$ cat config.mk
export PLATFORM = sky130hd
export DESIGN_NAME = rar_regs
export DESIGN_NICKNAME = d
export VERILOG_FILES = /design/src/rar_pkg.sv /design/src/rar_lvl_if.sv /design/src/rar_lvl_dec.sv /design/src/rar_regs.sv
export SDC_FILE = /design/constraint.sdc
export NUM_CORES = 1
export LEC_CHECK = 0
export BUFFER_PORTS_ARGS = -buffer_cell sky130_fd_sc_hd__buf_2
export CORE_MARGIN = 3
export CORE_UTILIZATION = 40
export DETAILED_ROUTE_END_ITERATION = 6
export PLACE_DENSITY = 0.64
export SLEW_MARGIN = 10
export SYNTH_ARGS = -nofsm -noshare
export SYNTH_HDL_FRONTEND = slang
export SYNTH_HIERARCHICAL = 1
export SYNTH_SLANG_ARGS = --single-unit
export TNS_END_PERCENT = 1
$ cat constraint.sdc
create_clock -name mclk_in -period 1.3 [get_ports mclk_in]
set_input_delay 0.065 -clock mclk_in [delete_from_list [all_inputs] [get_ports mclk_in]]
set_output_delay 0.065 -clock mclk_in [all_outputs]
set_load 0.02 [all_outputs]
$ cat src/rar_pkg.sv
// constants and field layout for the right adc line input routing registers
`default_nettype none
package rar_pkg;
    // ------------------------------------------------------------
    // register map
    // ------------------------------------------------------------
    localparam logic [6:0] RAR_ADDR_SECOND_RIGHT_LINE = 7'h17;
    localparam logic [6:0] RAR_ADDR_FIRST_LEFT_LINE   = 7'h18;

    // ------------------------------------------------------------
    // field positions
    // ------------------------------------------------------------
    localparam int RAR_DIFF_BIT  = 7;
    localparam int RAR_LVL_HI    = 6;
    localparam int RAR_LVL_LO    = 3;
    localparam int RAR_BIAS_BIT  = 2;

    // ------------------------------------------------------------
    // reset values and codes
    // ------------------------------------------------------------
    localparam logic       RAR_DIFF_RST    = 1'h0;
    localparam logic [3:0] RAR_LVL_RST     = 4'hf;
    localparam logic       RAR_BIAS_RST    = 1'h0;
    localparam logic [3:0] RAR_LVL_MAX     = 4'h8;
    localparam logic [3:0] RAR_LVL_OFF     = 4'hf;
    localparam logic [4:0] RAR_HALF_DB_STEP = 5'h03;
    localparam logic [7:0] RAR_RD_UNMAPPED = 8'h00;
endpackage : rar_pkg
`default_nettype wire

$ cat src/rar_lvl_if.sv
// level code to decoded routing carrier between the register bank and its decoders
`default_nettype none
interface rar_lvl_if;
    logic [3:0] code;
    logic       connect;
    logic [4:0] atten_half_db;
    logic       reserved;

    modport dec (input code, output connect, output atten_half_db, output reserved);
    modport ctl (output code, input connect, input atten_half_db, input reserved);
endinterface : rar_lvl_if
`default_nettype wire

$ cat src/rar_lvl_dec.sv
// decoder of one 4-bit input level code into connect and attenuation
`default_nettype none
module rar_lvl_dec
    import rar_pkg::*;
(
    rar_lvl_if.dec lvl
);
    wire logic is_gain;
    wire logic is_off;

    assign is_gain = (lvl.code <= RAR_LVL_MAX);
    assign is_off  = (lvl.code == RAR_LVL_OFF);

    // any gain code connects the input, no separate enable
    assign lvl.connect = is_gain;
    // uniform 1.5 db ladder, counted in half db
    assign lvl.atten_half_db = is_gain ? 5'({1'h0, lvl.code} * RAR_HALF_DB_STEP) : 5'h00;
    // reserved codes leave the input unrouted but are flagged; off code is silent
    assign lvl.reserved = !is_gain && !is_off;
endmodule // rar_lvl_dec
`default_nettype wire

$ cat src/rar_regs.sv
// right adc line input routing registers with decoded mixer controls
// ------------------------------------------------------------
// What this block does
// - bit 7 sets second right line differential
// - bit 7 sets first left line differential
// - second right line level code, reset 1111
// - first left line level code, reset 1111
// - gain code auto-connects input to mix
// - code 1111 leaves input disconnected
// - bit 2 enables weak common-mode bias
// - low reserved bits read-only zero
// ------------------------------------------------------------
`default_nettype none
module rar_regs
    import rar_pkg::*;
(
    input  wire logic       mclk_in,
    input  wire logic       srst_in,
    input  wire logic       wr_en_in,
    input  wire logic       rd_en_in,
    input  wire logic [6:0] addr_in,
    input  wire logic [7:0] wdata_in,
    output logic      [7:0] rdata_out,
    output logic            rdata_valid_out,
    output logic            r2_diff_out,
    output logic            r2_connect_out,
    output logic      [4:0] r2_atten_half_db_out,
    output logic            r2_reserved_code_out,
    output logic            l1_diff_out,
    output logic            l1_connect_out,
    output logic      [4:0] l1_atten_half_db_out,
    output logic            l1_reserved_code_out,
    output logic            cm_bias_en_out
);
    import rar_pkg::*;

    // ------------------------------------------------------------
    // stored fields
    // ------------------------------------------------------------
    logic       r2_diff_r;
    logic [3:0] r2_lvl_r;
    logic       bias_r;
    logic       l1_diff_r;
    logic [3:0] l1_lvl_r;
    logic [7:0] rdata_r;
    logic       rvalid_r;

    // ------------------------------------------------------------
    // address decode
    // ------------------------------------------------------------
    wire logic       sel_r2;
    wire logic       sel_l1;
    wire logic       wr_r2;
    wire logic       wr_l1;

    assign sel_r2 = (addr_in == RAR_ADDR_SECOND_RIGHT_LINE);
    assign sel_l1 = (addr_in == RAR_ADDR_FIRST_LEFT_LINE);
    // writes to any other address change nothing
    assign wr_r2  = wr_en_in && sel_r2;
    assign wr_l1  = wr_en_in && sel_l1;

    // ------------------------------------------------------------
    // write data fields
    // ------------------------------------------------------------
    wire logic       wd_diff;
    wire logic [3:0] wd_lvl;
    wire logic       wd_bias;

    // only stored fields are picked; reserved low bits of the word drop
    assign wd_diff = wdata_in[RAR_DIFF_BIT];
    assign wd_lvl  = wdata_in[RAR_LVL_HI:RAR_LVL_LO];
    assign wd_bias = wdata_in[RAR_BIAS_BIT];

    // ------------------------------------------------------------
    // next values
    // ------------------------------------------------------------
    wire logic       r2_diff_nxt;
    wire logic [3:0] r2_lvl_nxt;
    wire logic       bias_nxt;
    wire logic       l1_diff_nxt;
    wire logic [3:0] l1_lvl_nxt;

    // each field holds unless its own register is addressed
    assign r2_diff_nxt = wr_r2 ? wd_diff : r2_diff_r;
    assign r2_lvl_nxt  = wr_r2 ? wd_lvl  : r2_lvl_r;
    assign bias_nxt    = wr_r2 ? wd_bias : bias_r;
    assign l1_diff_nxt = wr_l1 ? wd_diff : l1_diff_r;
    assign l1_lvl_nxt  = wr_l1 ? wd_lvl  : l1_lvl_r;

    // ------------------------------------------------------------
    // read mux
    // ------------------------------------------------------------
    wire logic [7:0] img_r2;
    wire logic [7:0] img_l1;
    wire logic [7:0] rd_mux;
    wire logic [7:0] rdata_nxt;

    // low reserved bits are not stored, so they always read zero
    assign img_r2    = {r2_diff_r, r2_lvl_r, bias_r, 2'h0};
    assign img_l1    = {l1_diff_r, l1_lvl_r, 3'h0};
    assign rd_mux    = sel_r2 ? img_r2 : (sel_l1 ? img_l1 : RAR_RD_UNMAPPED);
    // a read in the cycle of a write still returns the old value
    assign rdata_nxt = rd_en_in ? rd_mux : rdata_r;

    // ------------------------------------------------------------
    // register writes
    // ------------------------------------------------------------
    // reserved codes are stored as written; the host must avoid them
    always_ff @(posedge mclk_in) begin
        if (srst_in) begin
            r2_diff_r <= RAR_DIFF_RST;
            r2_lvl_r  <= RAR_LVL_RST;
            bias_r    <= RAR_BIAS_RST;
        end else begin
            r2_diff_r <= r2_diff_nxt;
            r2_lvl_r  <= r2_lvl_nxt;
            bias_r    <= bias_nxt;
        end
    end

    always_ff @(posedge mclk_in) begin
        if (srst_in) begin
            l1_diff_r <= RAR_DIFF_RST;
            l1_lvl_r  <= RAR_LVL_RST;
        end else begin
            l1_diff_r <= l1_diff_nxt;
            l1_lvl_r  <= l1_lvl_nxt;
        end
    end

    // ------------------------------------------------------------
    // read port
    // ------------------------------------------------------------
    // registered: answers one cycle after the strobe, holds until the next read
    always_ff @(posedge mclk_in) begin
        if (srst_in) begin
            rdata_r <= 8'h00;
        end else begin
            rdata_r <= rdata_nxt;
        end
    end

    // valid is a one-cycle pulse per strobe
    always_ff @(posedge mclk_in) begin
        if (srst_in) begin
            rvalid_r <= 1'h0;
        end else begin
            rvalid_r <= rd_en_in;
        end
    end

    // ------------------------------------------------------------
    // level decode
    // ------------------------------------------------------------
    rar_lvl_if r2_lvl ();
    rar_lvl_if l1_lvl ();

    assign r2_lvl.code = r2_lvl_r;
    assign l1_lvl.code = l1_lvl_r;

    // one decoder per input keeps both ladders identical
    rar_lvl_dec u_r2_dec (
        .lvl (r2_lvl)
    );
    rar_lvl_dec u_l1_dec (
        .lvl (l1_lvl)
    );

    // ------------------------------------------------------------
    // registered mixer controls
    // ------------------------------------------------------------
    // one flop stage keeps the analog controls glitch free across code changes
    logic       r2_con_r;
    logic [4:0] r2_att_r;
    logic       r2_rsv_r;
    logic       l1_con_r;
    logic [4:0] l1_att_r;
    logic       l1_rsv_r;

    always_ff @(posedge mclk_in) begin
        if (srst_in) begin
            r2_con_r <= 1'h0;
            r2_att_r <= 5'h00;
            r2_rsv_r <= 1'h0;
        end else begin
            r2_con_r <= r2_lvl.connect;
            r2_att_r <= r2_lvl.atten_half_db;
            r2_rsv_r <= r2_lvl.reserved;
        end
    end

    always_ff @(posedge mclk_in) begin
        if (srst_in) begin
            l1_con_r <= 1'h0;
            l1_att_r <= 5'h00;
            l1_rsv_r <= 1'h0;
        end else begin
            l1_con_r <= l1_lvl.connect;
            l1_att_r <= l1_lvl.atten_half_db;
            l1_rsv_r <= l1_lvl.reserved;
        end
    end

    // ------------------------------------------------------------
    // outputs
    // ------------------------------------------------------------
    // diff and bias leave straight from their flops; only levels pass the decode stage
    assign rdata_out            = rdata_r;
    assign rdata_valid_out      = rvalid_r;
    assign r2_diff_out          = r2_diff_r;
    assign r2_connect_out       = r2_con_r;
    assign r2_atten_half_db_out = r2_att_r;
    assign r2_reserved_code_out = r2_rsv_r;
    assign l1_diff_out          = l1_diff_r;
    assign l1_connect_out       = l1_con_r;
    assign l1_atten_half_db_out = l1_att_r;
    assign l1_reserved_code_out = l1_rsv_r;
    assign cm_bias_en_out       = bias_r;
endmodule // rar_regs
`default_nettype wire

==> metrics.md, run 1 <==
| Metric | Value |
|---|---|
| Result of the run | finished with violations |
| Failing checks | negative setup slack |
| Post-Synthesis Mean Instance Area | 9.81 um^2 |
| HPWL after detailed placement | 2290 um |
| Routed wire per std cell | 11.5 um |
| Cell Int Power | 0.00160 W |
| Post-layout minimum cycle time | 1.32 ns |
| Maximum fanout count along the critical path | 5 |
| PwrDens | 988 mW/mm^2 |
| Area contributors post-synth | dfxtp_1, mux2i_1, ha_1 |
| Global routing met2 resource utilization | 25.2% |
| Placeable core region | 0.00352 mm^2 |
| Fraction of power spent switching nets | 20.9% |
| R2r startpoint | r2_lvl.code[1]$_SDFFE_PP1P_ |
| Source of the critical timing path | r2_lvl.code[1]$_SDFFE_PP1P_ |
| GPL Wtd Cong | 0.815 |
| Number of max-capacitance violations reported | 0 |
| Inserted Clock Buffers | 5 |
| Clock slew at the register clock pins of the worst setup and hold paths | 0.06 ns |
| Sequential share of power | 48.6% |
| Gate power share | 6.6% |
| Synthesis warning total | 6 |
| Most frequent cell after synthesis | dfxtp_1 |
| Diodes inserted | 0 |
| Number of iterations in the first detailed-routing pass | 4 |
| CTS sink cnt | 32 |
| Final core utilization | 58.2% |
| Placed Instance Area | 0.00190 mm^2 |
| Total via count in the routed design | 1,220 |
| Wire length after detailed routing | 2950 um |
| Fin Clk Skew | 0.00529 ns |
| Number of nets in the finished design | 241 |
| Top Usage Layer GRT | met2 |
| Bufs on Longest Clock Path | 2 |
| Launching element type of the critical path | register |
| Layout cell share with drive strength beyond 1 | 41.2% |
| Met3 global-route usage | 5.42% |
| Buffer type at the clock tree root | clkbuf_8 |
| Slew Limit Fails | 0 |
| Final Instance Area | 0.00205 mm^2 |
| Synth unique cells | 30 |
| Wire length of the first global-routing pass | 5000 um |
| Worst path arrival time | 1.53 ns |
| Total gr overflow | 0 |
| Synth Flop Type | dfxtp_1 |
| Chip Height | 68.3 um |
| Number of levels the H-tree was split into | 2 |
| Mapped cell area | 0.00155 mm^2 |
| Cell type contributing the most total cell area after synthesis | dfxtp_1 |
| Portion of synthesized cell area occupied by the leading cell type | 41.3% |
| Critical path required time | 1.51 ns |
| Top-level port count | 45 |
| Vias in the first global route | 1,133 |
| Fin. Hold Viols | 0 |
| Post-synthesis register bit count | 32 |
| HP Start | wdata_in[2] |
| Count of flip-flops with a built-in enable after synthesis | 0 |
| Critical Setup Path Class | reg -> reg |
| Area growth, synth to finish | 32.2% |
| Leading cell types by count after synthesis | dfxtp_1, nor2_1, nor2b_1 |
| Antenna violations before repair | 0 |
| Number of hold-repair buffers added at the cts stage | 0 |
| FMAX | 0.760 GHz |
| Site Rows | 21 |
| Least setup slack across all paths after layout | -0.0165 ns |
| Effective utilization at floorplan | 44.0% |
| Static leakage | 0.972 nW |
| DRC violations left | 0 |
| Part of the total power dissipated in the clock network | 44.8% |
| Clock tree from TritonCTS | built |
| Routed via count divided by cell count | 4.75 |
| # port buffers | 40 |
| Number of DRC markers in iteration 0 | 22 |
| Global Route Usage Sum | 14.6% |
| Pin count of the biggest net entering global routing | 28 |
| Post-Synthesis Cells | 158 |
| Insertion delay of the later-clocked pin in the worst-skew pair | 0.28 ns |
| Final worst path period share | 101% |
| Fraction of registers with async set/reset | 0% |
| Final number of setup-violating endpoints | 2 |
| Post-CTS Setup Repair Bufs | 0 |
| Switching power summed over all nets | 0.000423 W |
| Final antenna-violating net count | 0 |
| Kind of capture point of the worst setup path | register |
| Die Footprint | 0.00466 mm^2 |
| Post-synthesis sequential area ratio | 41.3% |
| RSZ-0062 raised after global routing | true |
| Worst hold path class | in -> reg |
| Worst ir drop on vdd | 603 uV |
| Met1 global-route usage | 16.6% |
| Die W | 68.3 um |
[final cells by class]
type	instances	area [um^2]
flip-flops and latches	32	664
well taps	46	57.6
repair buffers	54	318
inverters	8	35.0
clock buffers	6	72.6
fillers	320	1470
multi-input cells	109	867
clock inverters	2	35.0
[critical path, stage by stage (launching register included)]
cell	delay (ns)
dfxtp_4	0.38
ha_4	0.17
fa_2	0.50
and2_1	0.10
nor2b_1	0.10
[per-layer routing]
layer,wire [um],vias up
li1,-,630
met1,1280,554
met2,1450,34
met3,197,2
met4,14,0
met5,0,-
[registers in the layout, indices dropped and copies added (netlist names)]
register              flops
cm_bias_en_out            1
l1_reserved_code_out      1
r2_atten_half_db_out      5
r2_diff_out               1
l1_atten_half_db_out      5
rdata_out                 6
l1_diff_out               1
r2_connect_out            1
l1_connect_out            1
r2_lvl.code               4
l1_lvl.code               4
rdata_valid_out           1
r2_reserved_code_out      1
[path summary, 6_finish.rpt]
path                                                      endpoint  slack, ns  depth (start not counted)
worst max-delay path            r2_atten_half_db_out[2]$_SDFF_PP0_      -0.02                          4
worst min-delay path                   cm_bias_en_out$_SDFFE_PP0P_       0.05                          3
worst max register to register  r2_atten_half_db_out[2]$_SDFF_PP0_      -0.02                          4
worst min register to register           rdata_out[2]$_SDFFE_PP0P_       0.47                          2
[power groups by stage]
| stage | clock [W] | combinational, W | sequential [W] |
|---|---|---|---|
| 2_1_floorplan | 0 | 0.0000676 | 0.00103 |
| 3_3_place_gp | 0 | 0.000130 | 0.00102 |
| 3_5_place_dp | 0 | 0.000133 | 0.00102 |
| 4_1_cts | 0.000938 | 0.000134 | 0.000992 |
| 5_1_grt | 0.000989 | 0.000144 | 0.000985 |
| 6_report | 0.000908 | 0.000133 | 0.000984 |
[cell families after synthesis]
kind of cell	Yosys count	share of synthesized area (%)
buffers and inverters	18	6.05
other	1	0.242
AND/OR/NAND/NOR	68	25.8
adder cells (fa/ha/maj)	12	10.7
XOR/XNOR	2	1.13
multiplexers	13	8.39
flip-flops	32	41.3
AO/OA/AOI/OAI	12	6.38
[metrics by stage]
step | TNS, ns | hold slack, ns | total power (W) | setup slack [ns] | cells
2_1_floorplan | -0.00597 | 0.220 | 0.00110 | -0.00597 | 159
3_3_place_gp | -0.0628 | 0.329 | 0.00115 | -0.0165 | 249
3_5_place_dp | -0.216 | 0.341 | 0.00115 | -0.0516 | 249
4_1_cts | -0.0664 | 0.0448 | 0.00206 | -0.0361 | 257
5_1_grt | -0.284 | 0.0509 | 0.00212 | -0.0751 | 257
6_report | -0.0327 | 0.0511 | 0.00202 | -0.0165 | 257
[timing repair]
action,in CTS,in global routing
pin swaps,0,2
gates resized for setup,6,9
endpoints found under the hold margin,0,0
endpoints found under the setup margin,8,10
[placed cells by master, fill, tap and decap left out, types with 5 or more instances in the layout]
master / count
nand2b_1: 6
buf_2: 40
nor2b_1: 15
nor2_1: 21
dfxtp_1: 25
mux2i_1: 13
dfxtp_4: 6
ha_1: 5
clkbuf_8: 5
inv_1: 6
a311oi_1: 5
nand3_1: 12
buf_4: 13
Note: power is estimated with default switching activity, not from simulation.
==> run 2, diff against run 1 <==
- PLACE_DENSITY: 0.64 -> 0.73
==> run 2 against run 1 <==
Compared with the run above:
- the run still ends with negative setup slack left
- clock-buffer cell count is the same
- routed wire length grew 1.5%
- fmax shrank 1.5%
- core utilization grew 0.21 points
- total power shrank 6.0%
- die area is the same
- critical path type unchanged
- largest power group unchanged
==> metrics.md, run 2 (synthesis gave the netlist of run 1 again) <==
| Metric | Value |
|---|---|
| Result of the run | finished with violations |
| Failing checks | negative setup slack |
| DRC violations left | 0 |
| Met3 global-route usage | 5.42% |
| Static leakage | 0.977 nW |
| Final antenna-violating net count | 0 |
| HPWL after detailed placement | 2240 um |
| Global routing met2 resource utilization | 21.8% |
| Critical path required time | 1.47 ns |
| Post-layout minimum cycle time | 1.34 ns |
| Number of hold-repair buffers added at the cts stage | 0 |
| Placeable core region | 0.00352 mm^2 |
| Clock tree from TritonCTS | built |
| Final worst path period share | 103% |
| Antenna violations before repair | 0 |
| Number of instances on the worst hold path | 3 |
| Routed via count divided by cell count | 4.77 |
| Setup TNS | -0.0970 ns |
| Inserted Clock Buffers | 5 |
| Total gr overflow | 0 |
| Number of levels the H-tree was split into | 2 |
| Area growth, synth to finish | 32.7% |
| Die W | 68.3 um |
| Global Route Usage Sum | 14.5% |
| Buffer type at the clock tree root | clkbuf_8 |
| Met1 global-route usage | 17.4% |
| # port buffers | 40 |
| Slew Limit Fails | 0 |
| Depth of the worst register-to-register path | 5 |
| Pin count of the biggest net entering global routing | 26 |
| Final-layout worst hold slack | 0.0246 ns |
| Number of fillers in the final layout | 344 |
| Max FFs per register | 6 |
| Insertion delay of the later-clocked pin in the worst-skew pair | 0.29 ns |
| Fin Clk Skew | 0.00540 ns |
| Inst Count DP | 252 |
| Diodes inserted | 0 |
| Worst ir drop on vdd | 484 uV |
| CTS sink cnt | 32 |
| Slowest stage cell on the critical path | fa_1 |
| Launching element type of the critical path | register |
| Final number of setup-violating endpoints | 3 |
| Wire length of the first global-routing pass | 4900 um |
| Most common cell after layout, fill and taps aside | buf_2 |
| Total area of multi-input combinational cells | 867 um^2 |
| RSZ-0062 raised after global routing | true |
| Wire length after detailed routing | 2990 um |
| Routed wire per std cell | 11.5 um |
| Fin. Hold Viols | 0 |
| Top-level port count | 45 |
| Number of max-capacitance violations reported | 0 |
| Top Usage Layer GRT | met2 |
| Least setup slack across all paths after layout | -0.0362 ns |
| Site Rows | 21 |
| Kind of capture point of the worst setup path | register |
| GPL Wtd Cong | 0.796 |
| Worst hold path class | in -> reg |
| Number of DRC markers in iteration 0 | 56 |
| Number of nets in the finished design | 244 |
| Worst path arrival time | 1.50 ns |
| Vias in the first global route | 1,114 |
| Top library cells by usage in the layout, fill and taps aside | buf_2, dfxtp_1, nor2_1 |
| Maximum fanout count along the critical path | 5 |
| Number of cells in the finished layout apart from fillers | 260 |
| PwrDens | 925 mW/mm^2 |
| Number of iterations in the first detailed-routing pass | 4 |
| FMAX | 0.748 GHz |
| Sequence of cells on the critical path | ha_4 -> fa_1 -> xor2_1 -> nor2_1 -> nor2b_1 |
| Total via count in the routed design | 1,240 |
| Layout cell share with drive strength beyond 1 | 42.5% |
| Effective utilization at floorplan | 44.0% |
| Die Footprint | 0.00466 mm^2 |
| Area taken by flip-flops and latches | 664 um^2 |
| Largest incremental delay on the critical path | 0.38 ns |
| Dpl ws | -0.0486 ns |
| Power after layout | 0.00190 W |
| Post-CTS Setup Repair Bufs | 0 |
| Bufs on Longest Clock Path | 2 |
| Critical Setup Path Class | reg -> reg |
| Chip Height | 68.3 um |
| Clock slew at the register clock pins of the worst setup and hold paths | 0.07 ns |
## run 2: critical path, delay by kind of cell (launching register included)
family | cells | cell delay [ns]
flip-flops | 1 | 0.37
adder cells (fa/ha/maj) | 2 | 0.55
AND/OR/NAND/NOR | 2 | 0.17
XOR/XNOR | 1 | 0.14
## run 2: timing repair
action / 4_1_cts / 5_1_grt
setup endpoints to repair: 9 / 11
gates resized for setup: 7 / 8
pin swaps: 0 / 4
cloned: 0 / 0
## run 2: worst paths after layout
check                                    from  slack, ns                                 end
hold reg to reg     rdata_out[2]$_SDFFE_PP0P_       0.48           rdata_out[2]$_SDFFE_PP0P_
hold / removal                    wdata_in[2]       0.02         cm_bias_en_out$_SDFFE_PP0P_
setup reg to reg  r2_lvl.code[1]$_SDFFE_PP1P_      -0.04  r2_atten_half_db_out[3]$_SDFF_PP0_
setup / recovery  r2_lvl.code[1]$_SDFFE_PP1P_      -0.04  r2_atten_half_db_out[3]$_SDFF_PP0_
## run 2: power breakdown
group	switching, W	internal, W
sequential	0.00000533	0.000979
combinational	0.0000776	0.0000570
clock	0.000362	0.000422
## run 2: metrics by stage
stage	instance area (um^2)	util (%)
2_1_floorplan	1580	-
4_1_cts	2030	57.6
5_1_grt	2060	58.4
6_report	2060	58.4
3_3_place_gp	1920	54.6
3_5_place_dp	1920	54.6
## run 2: final cells by class
| cell class | instances | share of cell area, % |
|---|---|---|
| multi-input combinational | 109 | 42.2 |
| clock inverter | 2 | 0.487 |
| timing repair buffer | 57 | 16.5 |
| sequential | 32 | 32.3 |
| clock buffer | 6 | 4.01 |
| inverter | 8 | 1.70 |
| tap | 46 | 2.80 |
## run 2: metal layers
metal / up-vias / share of wire [%]
met5: - / 0
met4: 0 / 2.6
met3: 9 / 8.1
met2: 44 / 44
met1: 551 / 45
li1: 636 / -
==> run 3, diff against run 2 <==
- BUFFER_PORTS_ARGS: -buffer_cell sky130_fd_sc_hd__buf_2 -> -buffer_cell sky130_fd_sc_hd__buf_4
- CELL_PAD_IN_SITES_DETAIL_PLACEMENT: default -> 1
- CELL_PAD_IN_SITES_GLOBAL_PLACEMENT: default -> 1
- CORE_UTILIZATION: 40 -> 34
- PLACE_DENSITY: 0.73 -> 0.8
==> run 3 against run 2 <==
Compared with the run above:
- worst setup slack lost 0.049 ns
- register-to-register slack worse by 0.05 ns
- the run still ends with negative setup slack left
- clock power fell by 7.9%
- combinational power up 9%
- die area up 16%
- largest cell class unchanged
==> metrics.md, run 3 (synthesis gave the netlist of run 1 again) <==
| Metric | Value |
|---|---|
| Wire length after detailed routing | 3820 um |
| Final number of setup-violating endpoints | 4 |
| Worst path arrival time | 1.55 ns |
| Sequential share of power | 53.2% |
| Final Instance Area | 0.00213 mm^2 |
| Top-level port count | 45 |
| Placeable core region | 0.00420 mm^2 |
| PwrDens | 871 mW/mm^2 |
| Routed wire per std cell | 14.7 um |
| Number of levels the H-tree was split into | 2 |
| Post-CTS Setup Repair Bufs | 0 |
| Worst ir drop on vdd | 480 uV |
| Number of max-capacitance violations reported | 0 |
| Final-layout worst hold slack | 0.0537 ns |
| Routed via count divided by cell count | 4.92 |
| Part of the total power dissipated in the clock network | 38.9% |
| CTS sink cnt | 32 |
| Layout cell share with drive strength beyond 1 | 42.4% |
| Global Route Usage Sum | 15.5% |
| Final antenna-violating net count | 0 |
| Slew Limit Fails | 0 |
| Placed Instance Area | 0.00199 mm^2 |
| Number of DRC markers in iteration 0 | 23 |
| Dominant delay contributor by cell family on the critical path | adder cells |
| Buf+Inv Stages, Crit Path | 0 |
| Switching power summed over all nets | 0.000442 W |
| Clock tree from TritonCTS | built |
| # port buffers | 40 |
| Max FFs per register | 6 |
| Effective utilization at floorplan | 36.9% |
| Fraction of power spent switching nets | 23.8% |
| Number of nets in the finished design | 241 |
| Inserted Clock Buffers | 5 |
| Area growth, synth to finish | 37.2% |
| Static leakage | 0.959 nW |
| Final core utilization | 50.6% |
| HPWL after detailed placement | 2810 um |
| Cell Int Power | 0.00141 W |
| Pin count of the biggest net entering global routing | 39 |
| Fin. Hold Viols | 0 |
| Total gr overflow | 0 |
| Die Footprint | 0.00541 mm^2 |
| Number of iterations in the first detailed-routing pass | 4 |
| Least setup slack across all paths after layout | -0.0848 ns |
| Critical path required time | 1.46 ns |
| Clock slew at the register clock pins of the worst setup and hold paths | 0.07 ns |
| Result of the run | finished with violations |
| Vias in the first global route | 1,406 |
| Total via count in the routed design | 1,279 |
| FMAX | 0.722 GHz |
| Failing checks | negative setup slack |
| Slowest stage cell on the critical path | dfxtp_4 |
| Wire length of the first global-routing pass | 6360 um |
| Bufs on Longest Clock Path | 2 |
| RSZ-0062 raised after global routing | true |
| Final worst path period share | 107% |
| Fin Clk Skew | 0.00724 ns |
| Die W | 73.5 um |
| Site Rows | 23 |
| DRC violations left | 0 |
| GPL Wtd Cong | 0.796 |
| Kind of capture point of the worst setup path | register |
| Worst hold path class | in -> reg |
| Chip Height | 73.5 um |
| Critical Setup Path Class | reg -> reg |
| Sequence of cells on the critical path | ha_4 -> fa_2 -> xor2_1 -> nor2_1 -> nor2b_2 |
| Antenna violations before repair | 0 |
| Largest incremental delay on the critical path | 0.37 ns |
| Diodes inserted | 0 |
| Post-layout minimum cycle time | 1.38 ns |
| Gate power share | 7.9% |
| Maximum fanout count along the critical path | 5 |
| Insertion delay of the later-clocked pin in the worst-skew pair | 0.29 ns |
| Number of fillers in the final layout | 473 |
| Top library cells by usage in the layout, fill and taps aside | buf_4, dfxtp_1, nor2_1 |
| Most common cell after layout, fill and taps aside | buf_4 |
| Launching element type of the critical path | register |
| Buffer type at the clock tree root | clkbuf_8 |
-- run 3: cell count changes in the layout (fill, tap and decap cells not counted), sizes merged --
cell    before  now
buf         57   54
clkinv       2    1
-- run 3: power groups by stage --
stage / registers [W] / clock network, W / logic [W]
after detailed placement: 0.00102 / 0 / 0.000147
after global routing: 0.000985 / 0.000798 / 0.000161
final: 0.000985 / 0.000721 / 0.000147
after floorplan: 0.00103 / 0 / 0.0000676
after global placement: 0.00102 / 0 / 0.000142
after CTS: 0.000991 / 0.000744 / 0.000148
-- run 3: final cells by class --
class	instances	area, um^2	area share (%)
clock inverter	1	5.00	0.235
timing repair buffer	54	405	19.1
clock buffer	6	72.6	3.41
multi-input combinational	109	882	41.5
sequential	32	664	31.2
tap	50	62.6	2.94
inverter	8	35.0	1.65
-- run 3: tightest hold or removal path, stage by stage --
cell	delay [ns]
buf_4	0.08
nor2_1	0.05
mux2i_1	0.11
-- run 3: routing by layer --
metal / share of wire [%] / up-vias / GRT usage [%] / wire [um]
met1: 40 / 613 / 16.3 / 1520
met3: 5.1 / 7 / 5.61 / 193
li1: - / 623 / - / -
met5: 0 / - / 0 / 0
met2: 53 / 36 / 28.0 / 2030
met4: 2.0 / 0 / 5.84 / 75
-- run 3: final timing paths --
| kind | startpoint | endpoint | slack (ns) | depth (start not counted) |
|---|---|---|---|---|
| worst min register to register | rdata_out[6]$_SDFFE_PP0P_ | rdata_out[6]$_SDFFE_PP0P_ | 0.49 | 2 |
| worst max register to register | l1_lvl.code[1]$_SDFFE_PP1P_ | l1_atten_half_db_out[3]$_SDFF_PP0_ | -0.08 | 5 |
| worst max-delay path | l1_lvl.code[1]$_SDFFE_PP1P_ | l1_atten_half_db_out[3]$_SDFF_PP0_ | -0.08 | 5 |
| worst min-delay path | wdata_in[4] | r2_lvl.code[1]$_SDFFE_PP1P_ | 0.05 | 3 |
-- run 3: what timing repair did --
| action | 4_1_cts | 5_1_grt |
|---|---|---|
| gates resized for setup | 9 | 9 |
| hold buffers | 0 | 0 |
| setup endpoints to repair | 12 | 11 |
| pin swaps | 0 | 3 |
| cloned | 0 | 0 |
-- run 3: metrics by stage --
stage / total power (W) / std cells / TNS, ns / worst slack, ns
floorplan: 0.00110 / 159 / -0.00597 / -0.00597
global placement: 0.00116 / 253 / -0.201 / -0.0446
detailed placement: 0.00117 / 253 / -0.653 / -0.104
CTS: 0.00188 / 260 / -0.279 / -0.0918
global route: 0.00194 / 260 / -0.629 / -0.128
finish: 0.00185 / 260 / -0.263 / -0.0848
